--- config.mk ---
export PLATFORM = sky130hd
export DESIGN_NAME = serial_port_mode_control
export DESIGN_NICKNAME = d
export VERILOG_FILES = /design/src/core/serial_port_pkg.sv /design/src/core/serial_port_mode_control.sv /design/src/core/shift_clock_gen.sv
export SDC_FILE = /design/constraint.sdc
export NUM_CORES = 1
export LEC_CHECK = 0
export BUFFER_PORTS_ARGS = -buffer_cell sky130_fd_sc_hd__buf_2
export CAP_MARGIN = 20
export CORE_MARGIN = 2
export CORE_UTILIZATION = 45
export CTS_CLUSTER_SIZE = 24
export DETAILED_ROUTE_END_ITERATION = 7
export SYNTH_ARGS = -nofsm -noshare
export SYNTH_HDL_FRONTEND = slang
export SYNTH_SLANG_ARGS = --single-unit
--- constraint.sdc ---
create_clock -name clk_sys -period 2 [get_ports clk_sys]
set_input_delay 0.3 -clock clk_sys [delete_from_list [all_inputs] [get_ports clk_sys]]
set_output_delay 0.3 -clock clk_sys [all_outputs]
set_load 0.1 [all_outputs]
--- src/core/serial_port_pkg.sv ---
// constants, field layout and types for the serial port control block
// assumes one core clock and an 8-bit special-register port for software access
package serial_port_pkg;

  // ----------------------------------------
  // register map
  // ----------------------------------------
  localparam logic [7:0] CTRL_ADDR = 8'hc0;
  localparam logic [7:0] DATA_ADDR = 8'hc1;
  localparam logic [7:0] CTRL_RESET = 8'h00;

  // ----------------------------------------
  // timing and framing counts
  // ----------------------------------------
  localparam logic [3:0] M0_SLOW_DIV = 4'hc;
  localparam logic [3:0] M0_FAST_DIV = 4'h4;
  localparam logic [3:0] M0_SAMPLE_LEAD = 4'h2;
  localparam logic [3:0] M0_LAST_BIT = 4'h7;
  localparam logic [3:0] OVERSAMPLE_LAST = 4'hf;
  localparam logic [3:0] SAMPLE_POINT = 4'h7;
  localparam logic [3:0] ASYNC_LAST_SAMPLE = 4'h9;
  localparam logic [3:0] M1_FRAME_BITS = 4'ha;
  localparam logic [3:0] M23_FRAME_BITS = 4'hb;

  // ----------------------------------------
  // types
  // ----------------------------------------
  typedef enum logic [1:0] {MODE0, MODE1, MODE2, MODE3} mode_type;

  typedef struct packed {
    logic mode_select_high;
    logic mode_select_low;
    logic multiproc_or_speed_select;
    logic rx_enable;
    logic tx_ninth_bit;
    logic rx_ninth_bit;
    logic tx_done_flag;
    logic rx_done_flag;
  } ctrl_type;

  typedef enum {TX_IDLE, TX_SHIFT0, TX_ASYNC} tx_state_type;
  typedef enum {RX_IDLE, RX_SHIFT0, RX_ASYNC} rx_state_type;

endpackage

--- src/core/serial_port_mode_control.sv ---
// serial port control register, mode decode and the shift/async engines
// assumes a synchronous special-register port and a 16x baud tick from an external timer
//
// Operation
// - mode bits decode top bit first: 00, 01, 10, 11 select modes 0 to 3.
// - modes 2/3 with multiprocessor bit: no receive flag when ninth bit is zero.
// - mode 1 with multiprocessor bit: receive flag only on a valid stop bit.
// - mode 0 shift rate: core clock over twelve, or over four when bit set.
// - incoming data accepted only while receive enable is one; a frame already started still completes if it clears.
// - modes 2/3 transmit the tx ninth-bit field as ninth data bit.
// - rx ninth-bit field takes ninth bit in modes 2/3, stop bit in mode 1.
// - tx flag: mode 0 at end of eighth bit, else when stop bit driven.
// - rx flag: mode 0 eighth bit, mode 1 stop sample, modes 2/3 ninth sample.
// - completion flags stay set until software clears them.
// - mode 0 samples receive line two core clocks before shift clock rises.
// - mode 1 frame: start bit, eight data bits, stop bit.
// - mode 1 data goes least significant bit first.
// - mode 1 timing follows the baud timer running at core clock over twelve.
// - mode 0 starts shifting eight bits out, lsb first, on buffer write.
// - mode 0 rx flag one clock after eighth bit, then reception halts.
`timescale 1ns/1ps
`default_nettype none
module serial_port_mode_control (
  input wire logic clk_sys,
  input wire logic rst_n,
  input wire logic [7:0] sfr_addr,
  input wire logic sfr_wr,
  input wire logic sfr_rd,
  input wire logic [7:0] sfr_wdata,
  output logic [7:0] sfr_rdata,
  input wire logic baud_tick,
  input wire logic serial_rx_pin_in,
  output logic serial_rx_pin_out,
  output logic serial_rx_pin_oe,
  output logic serial_tx_pin
);

  serial_port_pkg::ctrl_type ctrl, next_ctrl;
  serial_port_pkg::mode_type mode;
  serial_port_pkg::tx_state_type tx_state, next_tx_state;
  serial_port_pkg::rx_state_type rx_state, next_rx_state;
  logic [7:0] next_rdata;
  logic [7:0] rx_buffer, next_rx_buffer;
  logic [10:0] tx_shift, next_tx_shift;
  logic [3:0] tx_count, next_tx_count;
  logic [3:0] tick_count, next_tick_count;
  logic [8:0] rx_shift, next_rx_shift;
  logic [3:0] rx_count, next_rx_count;
  logic [3:0] rx_phase, next_rx_phase;
  logic m0_sample, next_m0_sample;
  logic m0_rx_pending, next_m0_rx_pending;
  logic next_tx_pin, next_rx_out, next_rx_oe;
  logic ctrl_wr, data_wr, tx_roll, rx_last, rx_mid, m0_run;
  logic sample_pulse, rise_pulse, bit_end_pulse;
  logic [8:0] rx_word;

  shift_clock_gen u_shift_clock (
    .clk_sys(clk_sys),
    .rst_n(rst_n),
    .run(m0_run),
    .fast(ctrl.multiproc_or_speed_select),
    .sample_pulse(sample_pulse),
    .rise_pulse(rise_pulse),
    .bit_end_pulse(bit_end_pulse)
  );

  // ----------------------------------------
  // next state
  // ----------------------------------------
  always_comb begin
    mode = serial_port_pkg::mode_type'({ctrl.mode_select_high, ctrl.mode_select_low});
    ctrl_wr = sfr_wr && (sfr_addr == serial_port_pkg::CTRL_ADDR);
    data_wr = sfr_wr && (sfr_addr == serial_port_pkg::DATA_ADDR);
    m0_run = (tx_state == serial_port_pkg::TX_SHIFT0) || (rx_state == serial_port_pkg::RX_SHIFT0);
    // the 16x tick comes from the baud timer at core clock over twelve by default
    tx_roll = baud_tick && (tick_count == serial_port_pkg::OVERSAMPLE_LAST);
    rx_mid = baud_tick && (rx_phase == serial_port_pkg::SAMPLE_POINT);
    rx_last = (rx_state == serial_port_pkg::RX_ASYNC) && rx_mid && (rx_count == serial_port_pkg::ASYNC_LAST_SAMPLE);
    rx_word = {serial_rx_pin_in, rx_shift[8:1]};

    next_ctrl = ctrl;
    next_rx_buffer = rx_buffer;
    next_tx_state = tx_state;
    next_tx_shift = tx_shift;
    next_tx_count = tx_count;
    next_tx_pin = serial_tx_pin;
    next_rx_out = serial_rx_pin_out;
    next_rx_oe = serial_rx_pin_oe;
    next_tick_count = baud_tick ? tick_count + 4'h1 : tick_count;
    next_rx_state = rx_state;
    next_rx_shift = rx_shift;
    next_rx_count = rx_count;
    next_rx_phase = baud_tick ? rx_phase + 4'h1 : rx_phase;
    next_m0_sample = sample_pulse ? serial_rx_pin_in : m0_sample;
    next_m0_rx_pending = 1'b0;
    next_rdata = 8'h00;

    if (sfr_rd && sfr_addr == serial_port_pkg::CTRL_ADDR) begin
      next_rdata = ctrl;
    end else if (sfr_rd && sfr_addr == serial_port_pkg::DATA_ADDR) begin
      next_rdata = rx_buffer;
    end

    // software write first; hardware sets below win over a clear in the same cycle
    if (ctrl_wr) begin
      next_ctrl = sfr_wdata;
    end

    case (tx_state)
      serial_port_pkg::TX_IDLE: begin
        if (data_wr && mode == serial_port_pkg::MODE0 && rx_state == serial_port_pkg::RX_IDLE) begin
          next_tx_state = serial_port_pkg::TX_SHIFT0;
          next_tx_shift = {3'b111, sfr_wdata};
          next_tx_count = 4'h0;
          next_rx_out = sfr_wdata[0];
          next_rx_oe = 1'b1;
          next_tx_pin = 1'b0;
        end else if (data_wr && mode != serial_port_pkg::MODE0) begin
          next_tx_state = serial_port_pkg::TX_ASYNC;
          // start bit, data lsb first, then ninth bit or second stop, then stop
          next_tx_shift = {1'b1, (mode == serial_port_pkg::MODE1) ? 1'b1 : ctrl.tx_ninth_bit,
                           sfr_wdata, 1'b0};
          next_tx_count = 4'h0;
        end
      end
      serial_port_pkg::TX_SHIFT0: begin
        if (rise_pulse) begin
          next_tx_pin = 1'b1;
        end
        if (bit_end_pulse) begin
          next_tx_shift = {1'b1, tx_shift[10:1]};
          next_tx_count = tx_count + 4'h1;
          next_rx_out = tx_shift[1];
          next_tx_pin = 1'b0;
          if (tx_count == serial_port_pkg::M0_LAST_BIT) begin
            next_tx_state = serial_port_pkg::TX_IDLE;
            next_tx_pin = 1'b1;
            next_rx_oe = 1'b0;
            next_ctrl.tx_done_flag = 1'b1;
          end
        end
      end
      default: begin
        if (tx_roll) begin
          next_tx_pin = tx_shift[0];
          next_tx_shift = {1'b1, tx_shift[10:1]};
          next_tx_count = tx_count + 4'h1;
          if (tx_count == ((mode == serial_port_pkg::MODE1) ? serial_port_pkg::M1_FRAME_BITS
                                                            : serial_port_pkg::M23_FRAME_BITS) - 4'h1) begin
            next_ctrl.tx_done_flag = 1'b1;
          end
          if (tx_count == ((mode == serial_port_pkg::MODE1) ? serial_port_pkg::M1_FRAME_BITS
                                                            : serial_port_pkg::M23_FRAME_BITS)) begin
            next_tx_state = serial_port_pkg::TX_IDLE;
            next_tx_pin = 1'b1;
          end
        end
      end
    endcase

    case (rx_state)
      serial_port_pkg::RX_IDLE: begin
        // mode 0 waits for the flag to be cleared before shifting again
        if (ctrl.rx_enable && !ctrl.rx_done_flag && mode == serial_port_pkg::MODE0 &&
            tx_state == serial_port_pkg::TX_IDLE && !m0_rx_pending && !data_wr) begin
          next_rx_state = serial_port_pkg::RX_SHIFT0;
          next_rx_count = 4'h0;
          next_tx_pin = 1'b0;
        end else if (ctrl.rx_enable && mode != serial_port_pkg::MODE0 && baud_tick && !serial_rx_pin_in) begin
          next_rx_state = serial_port_pkg::RX_ASYNC;
          next_rx_count = 4'h0;
          next_rx_phase = 4'h0;
        end
      end
      serial_port_pkg::RX_SHIFT0: begin
        if (rise_pulse) begin
          next_tx_pin = 1'b1;
          next_rx_shift = {m0_sample, rx_shift[8:1]};
          next_rx_count = rx_count + 4'h1;
          if (rx_count == serial_port_pkg::M0_LAST_BIT) begin
            next_rx_state = serial_port_pkg::RX_IDLE;
            next_rx_buffer = {m0_sample, rx_shift[8:2]};
            next_m0_rx_pending = 1'b1;
          end
        end
        if (bit_end_pulse) begin
          next_tx_pin = 1'b0;
        end
      end
      default: begin
        if (rx_mid) begin
          next_rx_count = rx_count + 4'h1;
          if (rx_count == 4'h0 && serial_rx_pin_in) begin
            next_rx_state = serial_port_pkg::RX_IDLE;
          end else if (rx_count != 4'h0) begin
            next_rx_shift = rx_word;
          end
        end
        if (rx_last) begin
          next_rx_state = serial_port_pkg::RX_IDLE;
          next_rx_buffer = rx_word[7:0];
          next_ctrl.rx_ninth_bit = serial_rx_pin_in;
          if (!ctrl.multiproc_or_speed_select || serial_rx_pin_in) begin
            next_ctrl.rx_done_flag = 1'b1;
          end
        end
      end
    endcase

    if (m0_rx_pending) begin
      next_ctrl.rx_done_flag = 1'b1;
    end
  end

  // ----------------------------------------
  // registers
  // ----------------------------------------
  always_ff @(posedge clk_sys or negedge rst_n) begin
    if (!rst_n) begin
      ctrl <= serial_port_pkg::CTRL_RESET;
      rx_buffer <= 8'h00;
      sfr_rdata <= 8'h00;
      tx_state <= serial_port_pkg::TX_IDLE;
      rx_state <= serial_port_pkg::RX_IDLE;
      tx_shift <= 11'h7ff;
      tx_count <= 4'h0;
      tick_count <= 4'h0;
      rx_shift <= 9'h000;
      rx_count <= 4'h0;
      rx_phase <= 4'h0;
      m0_sample <= 1'b0;
      m0_rx_pending <= 1'b0;
      serial_tx_pin <= 1'b1;
      serial_rx_pin_out <= 1'b1;
      serial_rx_pin_oe <= 1'b0;
    end else begin
      ctrl <= next_ctrl;
      rx_buffer <= next_rx_buffer;
      sfr_rdata <= next_rdata;
      tx_state <= next_tx_state;
      rx_state <= next_rx_state;
      tx_shift <= next_tx_shift;
      tx_count <= next_tx_count;
      tick_count <= next_tick_count;
      rx_shift <= next_rx_shift;
      rx_count <= next_rx_count;
      rx_phase <= next_rx_phase;
      m0_sample <= next_m0_sample;
      m0_rx_pending <= next_m0_rx_pending;
      serial_tx_pin <= next_tx_pin;
      serial_rx_pin_out <= next_rx_out;
      serial_rx_pin_oe <= next_rx_oe;
    end
  end
endmodule // serial_port_mode_control
`default_nettype wire

--- src/core/shift_clock_gen.sv ---
// mode 0 shift clock timing: bit period of 12 or 4 core clocks
// assumes run is held for whole bits by the serial port control block, except mode 0 receive, which drops it at the eighth rise
`timescale 1ns/1ps
`default_nettype none
module shift_clock_gen (
  input wire logic clk_sys,
  input wire logic rst_n,
  input wire logic run,
  input wire logic fast,
  output logic sample_pulse,
  output logic rise_pulse,
  output logic bit_end_pulse
);

  logic [3:0] count;
  logic [3:0] next_count;
  logic [3:0] period;
  logic [3:0] half;
  logic [3:0] gap;
  logic [3:0] next_gap;

  // ----------------------------------------
  // bit period counter
  // ----------------------------------------
  always_comb begin
    period = fast ? serial_port_pkg::M0_FAST_DIV : serial_port_pkg::M0_SLOW_DIV;
    half = period >> 1;
    // sampling leads the rising edge on the pin by two core clocks
    sample_pulse = run && (count == half - serial_port_pkg::M0_SAMPLE_LEAD);
    rise_pulse = run && (count == half);
    bit_end_pulse = run && (count == period - 4'h1);
    next_count = 4'h0;
    if (run && !bit_end_pulse) begin
      next_count = count + 4'h1;
    end
    // cycles since the last rise, saturating; feeds the rate checks
    next_gap = 4'h0;
    if (run && rise_pulse) begin
      next_gap = 4'h1;
    end else if (run && gap != 4'h0) begin
      next_gap = (gap == 4'hf) ? gap : gap + 4'h1;
    end
  end

  always_ff @(posedge clk_sys or negedge rst_n) begin
    if (!rst_n) begin
      count <= 4'h0;
      gap <= 4'h0;
    end else begin
      count <= next_count;
      gap <= next_gap;
    end
  end
endmodule // shift_clock_gen
`default_nettype wire

==> reports/metrics.yaml <==
fmax_mhz: 536.5
cts_tree: "done"
max_cap_violations: 0
io_buffers: 32
fin_area_um2: 4377
netSwitchingFraction_pct: 32.48
clkPwrFrac_pct: 29.7
nFillCells: 757
numCtsBuffers: 9
multi_input_area_um2: 1848
die_height_um: 95.23
post-route-min-period_ns: 1.864
grt_max_degree: 50
cp_cell_sequence: "or2_2 > a2111oi_4 > o211ai_2 > buf_4 > a21oi_1 > a21o_1"
antenna_found_initial: 0
finClkSkew_ns: 0.007900
drv_slew: 0
start_util_pct: 46.04
synth_top_area_share_pct: 39.43
dr_total_vias: 2891
final_util_pct: 53.81
area_growth_pct: 16.87
synth_top_cells_by_area: "dfrtp_1 39%, dfstp_2 8.4%, mux2_2 7.2%"
grt_setup_unrepaired: "false"
relSlewSlack_pct: 56.03
synth_top_flop_cell: "dfrtp_1"
ant_nets: 0
crit_slowest_cell: "a2111oi_4"
worst_hold_path_type: "in -> reg"
synth_area_um2: 3745
synth_seq_cells: 71
max_stage_delay_ns: 0.43
wl_mm: 8.373
clockRootBuffer: "clkbuf_8"
io-pin-count: 33
clk_path_buf_depth: 2
grt_overflow: 0
combinationalPowerShare_pct: 22.0
total_power_mw: 4.111
status: "complete, no violations"
syn-num-nets: 403
grt_pass1_vias: 2880
power_switching_mw: 1.335
diodes: 0
detail_route.wl_per_cell_um: 15.62
die_w_um: 95.23
p_int_mw: 2.776
dieArea_um2: 9068
seq_area_um2: 1792
hold_viol: 0
grt_first_pass_wirelength_mm: 13.94
ys_types: 58
ys_seq_area_share_pct: 47.84
critPathKind: "reg -> reg"
avgSynthCellArea_um2: 10.07
crit_arrival_ns: 2.17
r2r-end: "tx_shift[9]"
synth_edf_count: 0
setup_viol: 0
p_leak_nw: 2.047
ys_warn_count: 0
rr_worst_depth: 6
cp-start-kind: "register"
critical_path.top_delay_family: "compound AO/OA/AOI/OAI gates"
tightestPinTransition_ns: 0.6583
viasPerCell: 5.394
track_usage_pct: 20.22
critPathRequiredTime_ns: 2.31
worst-path-max-fanout: 18
layout.nets: 457
drc_errors: 0
clk_pin_slew_worst_paths_ns: 0.08
worstReg2RegStart: "rx_state[1]"
pwr_density_cell_nw_per_um2: 939.3
critPathBufInv: 1
drive_gt1_share_pct: 28.54
synth_top_cell_by_area: "dfrtp_1"
cp-end-kind: "register"
r2r_setup_slack_ns: 0.14
synthCells: 372
clk_latency_ns: 0.36
holdPathEnd: "ctrl[4]"
holdPathStages: 2
min_period_over_period_pct: 93.19
drt_iter0_markers: 105
coreArea_um2: 8134
drtPass1Iterations: 4
htreeDepth: 3
async_reset_ff_share_pct: 100.0
hp-start: "sfr_wdata[4]"
numClockSinks: 71
seqPwrFrac_pct: 48.3
dpl-instance-area_um2: 4161
irDropWorstVdd_v: 0.0005201
dp_hpwl_mm: 6.197
gp_congestion: 0.8149
rows: 33
-- cells in the final DEF, fill, tap and decap left out, types with 10 or more instances in the layout --
cell,n
dfrtp_1,59
a22o_1,10
buf_4,24
nor2_1,36
o21ai_0,23
a21oi_1,13
buf_2,32
mux2_2,24
clkbuf_8,10
dfstp_2,12
nand2_1,64
-- cells by family (layout without fill, tap and decap cells) --
| logic type | after synthesis | count (layout) | share of synthesized area (%) |
|---|---|---|---|
| fa+ha+maj | 9 | 9 | 3.007 |
| flops | 71 | 71 | 47.85 |
| xor+xnor | 12 | 12 | 2.807 |
| compound gates | 78 | 78 | 14.87 |
| mux | 30 | 30 | 8.954 |
| buf+inv | 23 | 82 | 2.806 |
| simple gates | 149 | 149 | 19.71 |
-- worst max path at each step --
stage	start	to	depth (start not counted)
after floorplan	rx_state[1]	tx_count[0]	6
after global placement	sfr_addr[1]	tx_shift[9]	7
after detailed placement	sfr_addr[1]	tx_shift[9]	7
after CTS	u_shift_clock.count[0]	rx_buffer[5]	8
after global routing	rx_state[1]	tx_shift[3]	5
final	rx_state[1]	tx_shift[9]	6
-- power by group through the flow --
| stage | clock (mW) | combinational, mW | sequential [mW] |
|---|---|---|---|
| global placement | 0 | 0.892 | 2.00 |
| detailed placement | 0 | 0.913 | 2.01 |
| finish | 1.22 | 0.906 | 1.98 |
| floorplan | 0 | 0.638 | 2.02 |
| CTS | 1.25 | 0.918 | 1.99 |
| global route | 1.32 | 1.04 | 2.03 |
-- cell type report --
class / count / area share, %
multi-input combinational: 278 / 42.22
sequential: 71 / 40.94
clock buffer: 10 / 3.145
timing repair buffer: 58 / 8.462
inverter: 8 / 0.6861
clock inverter: 6 / 1.544
tap: 105 / 3.002
-- stage by stage --
stage	hold WS (ns)	cells	worst slack [ns]	TNS, ns
6_report	0.2121	536	0.1361	0
5_1_grt	0.1964	536	0.03099	0
4_1_cts	0.1983	536	0.1413	0
3_5_place_dp	0.3181	519	-0.005202	-0.008801
3_3_place_gp	0.3223	519	0.005210	0
2_1_floorplan	0.004409	372	0.1399	0
-- synthesized netlist by cell type, types with 6 or more instances --
cell      count
xnor2_1       7
a22o_1       10
dfstp_2      12
a221oi_1      7
a21oi_1      13
inv_1         8
clkbuf_1      9
mux2_2       24
dfrtp_1      59
nand2_1      64
nor2_1       36
a31oi_1       6
ha_1          9
o21ai_0      23
-- layer usage --
layer	share of wire [%]	global-route usage (%)
met1	48	27.66
met2	48	31.46
met3	3.8	4.269
met4	0.38	7.850
met5	0	0
-- state kept, by name (all words and copies together), names as in the netlist, 8 cells and up --
| register | cells |
|---|---|
| rx_buffer | 8 |
| rx_shift | 8 |
| tx_shift | 10 |
| ctrl | 8 |
| sfr_rdata | 8 |
-- timing repair --
item                      in CTS  in global routing
gates resized for setup        0                  0
hold endpoints to repair      59                  0
buffers inserted               0                  0
hold buffers                   1                  0
-- worst register-to-register path, delay by kind of cell (launching register included) --
kind,cells,cell delay (ns)
AO/OA/AOI/OAI,4,0.83
buffers and inverters,1,0.23
flip-flops,1,0.41
AND/OR/NAND/NOR,1,0.35
Note: power is estimated with default switching activity, not from simulation.
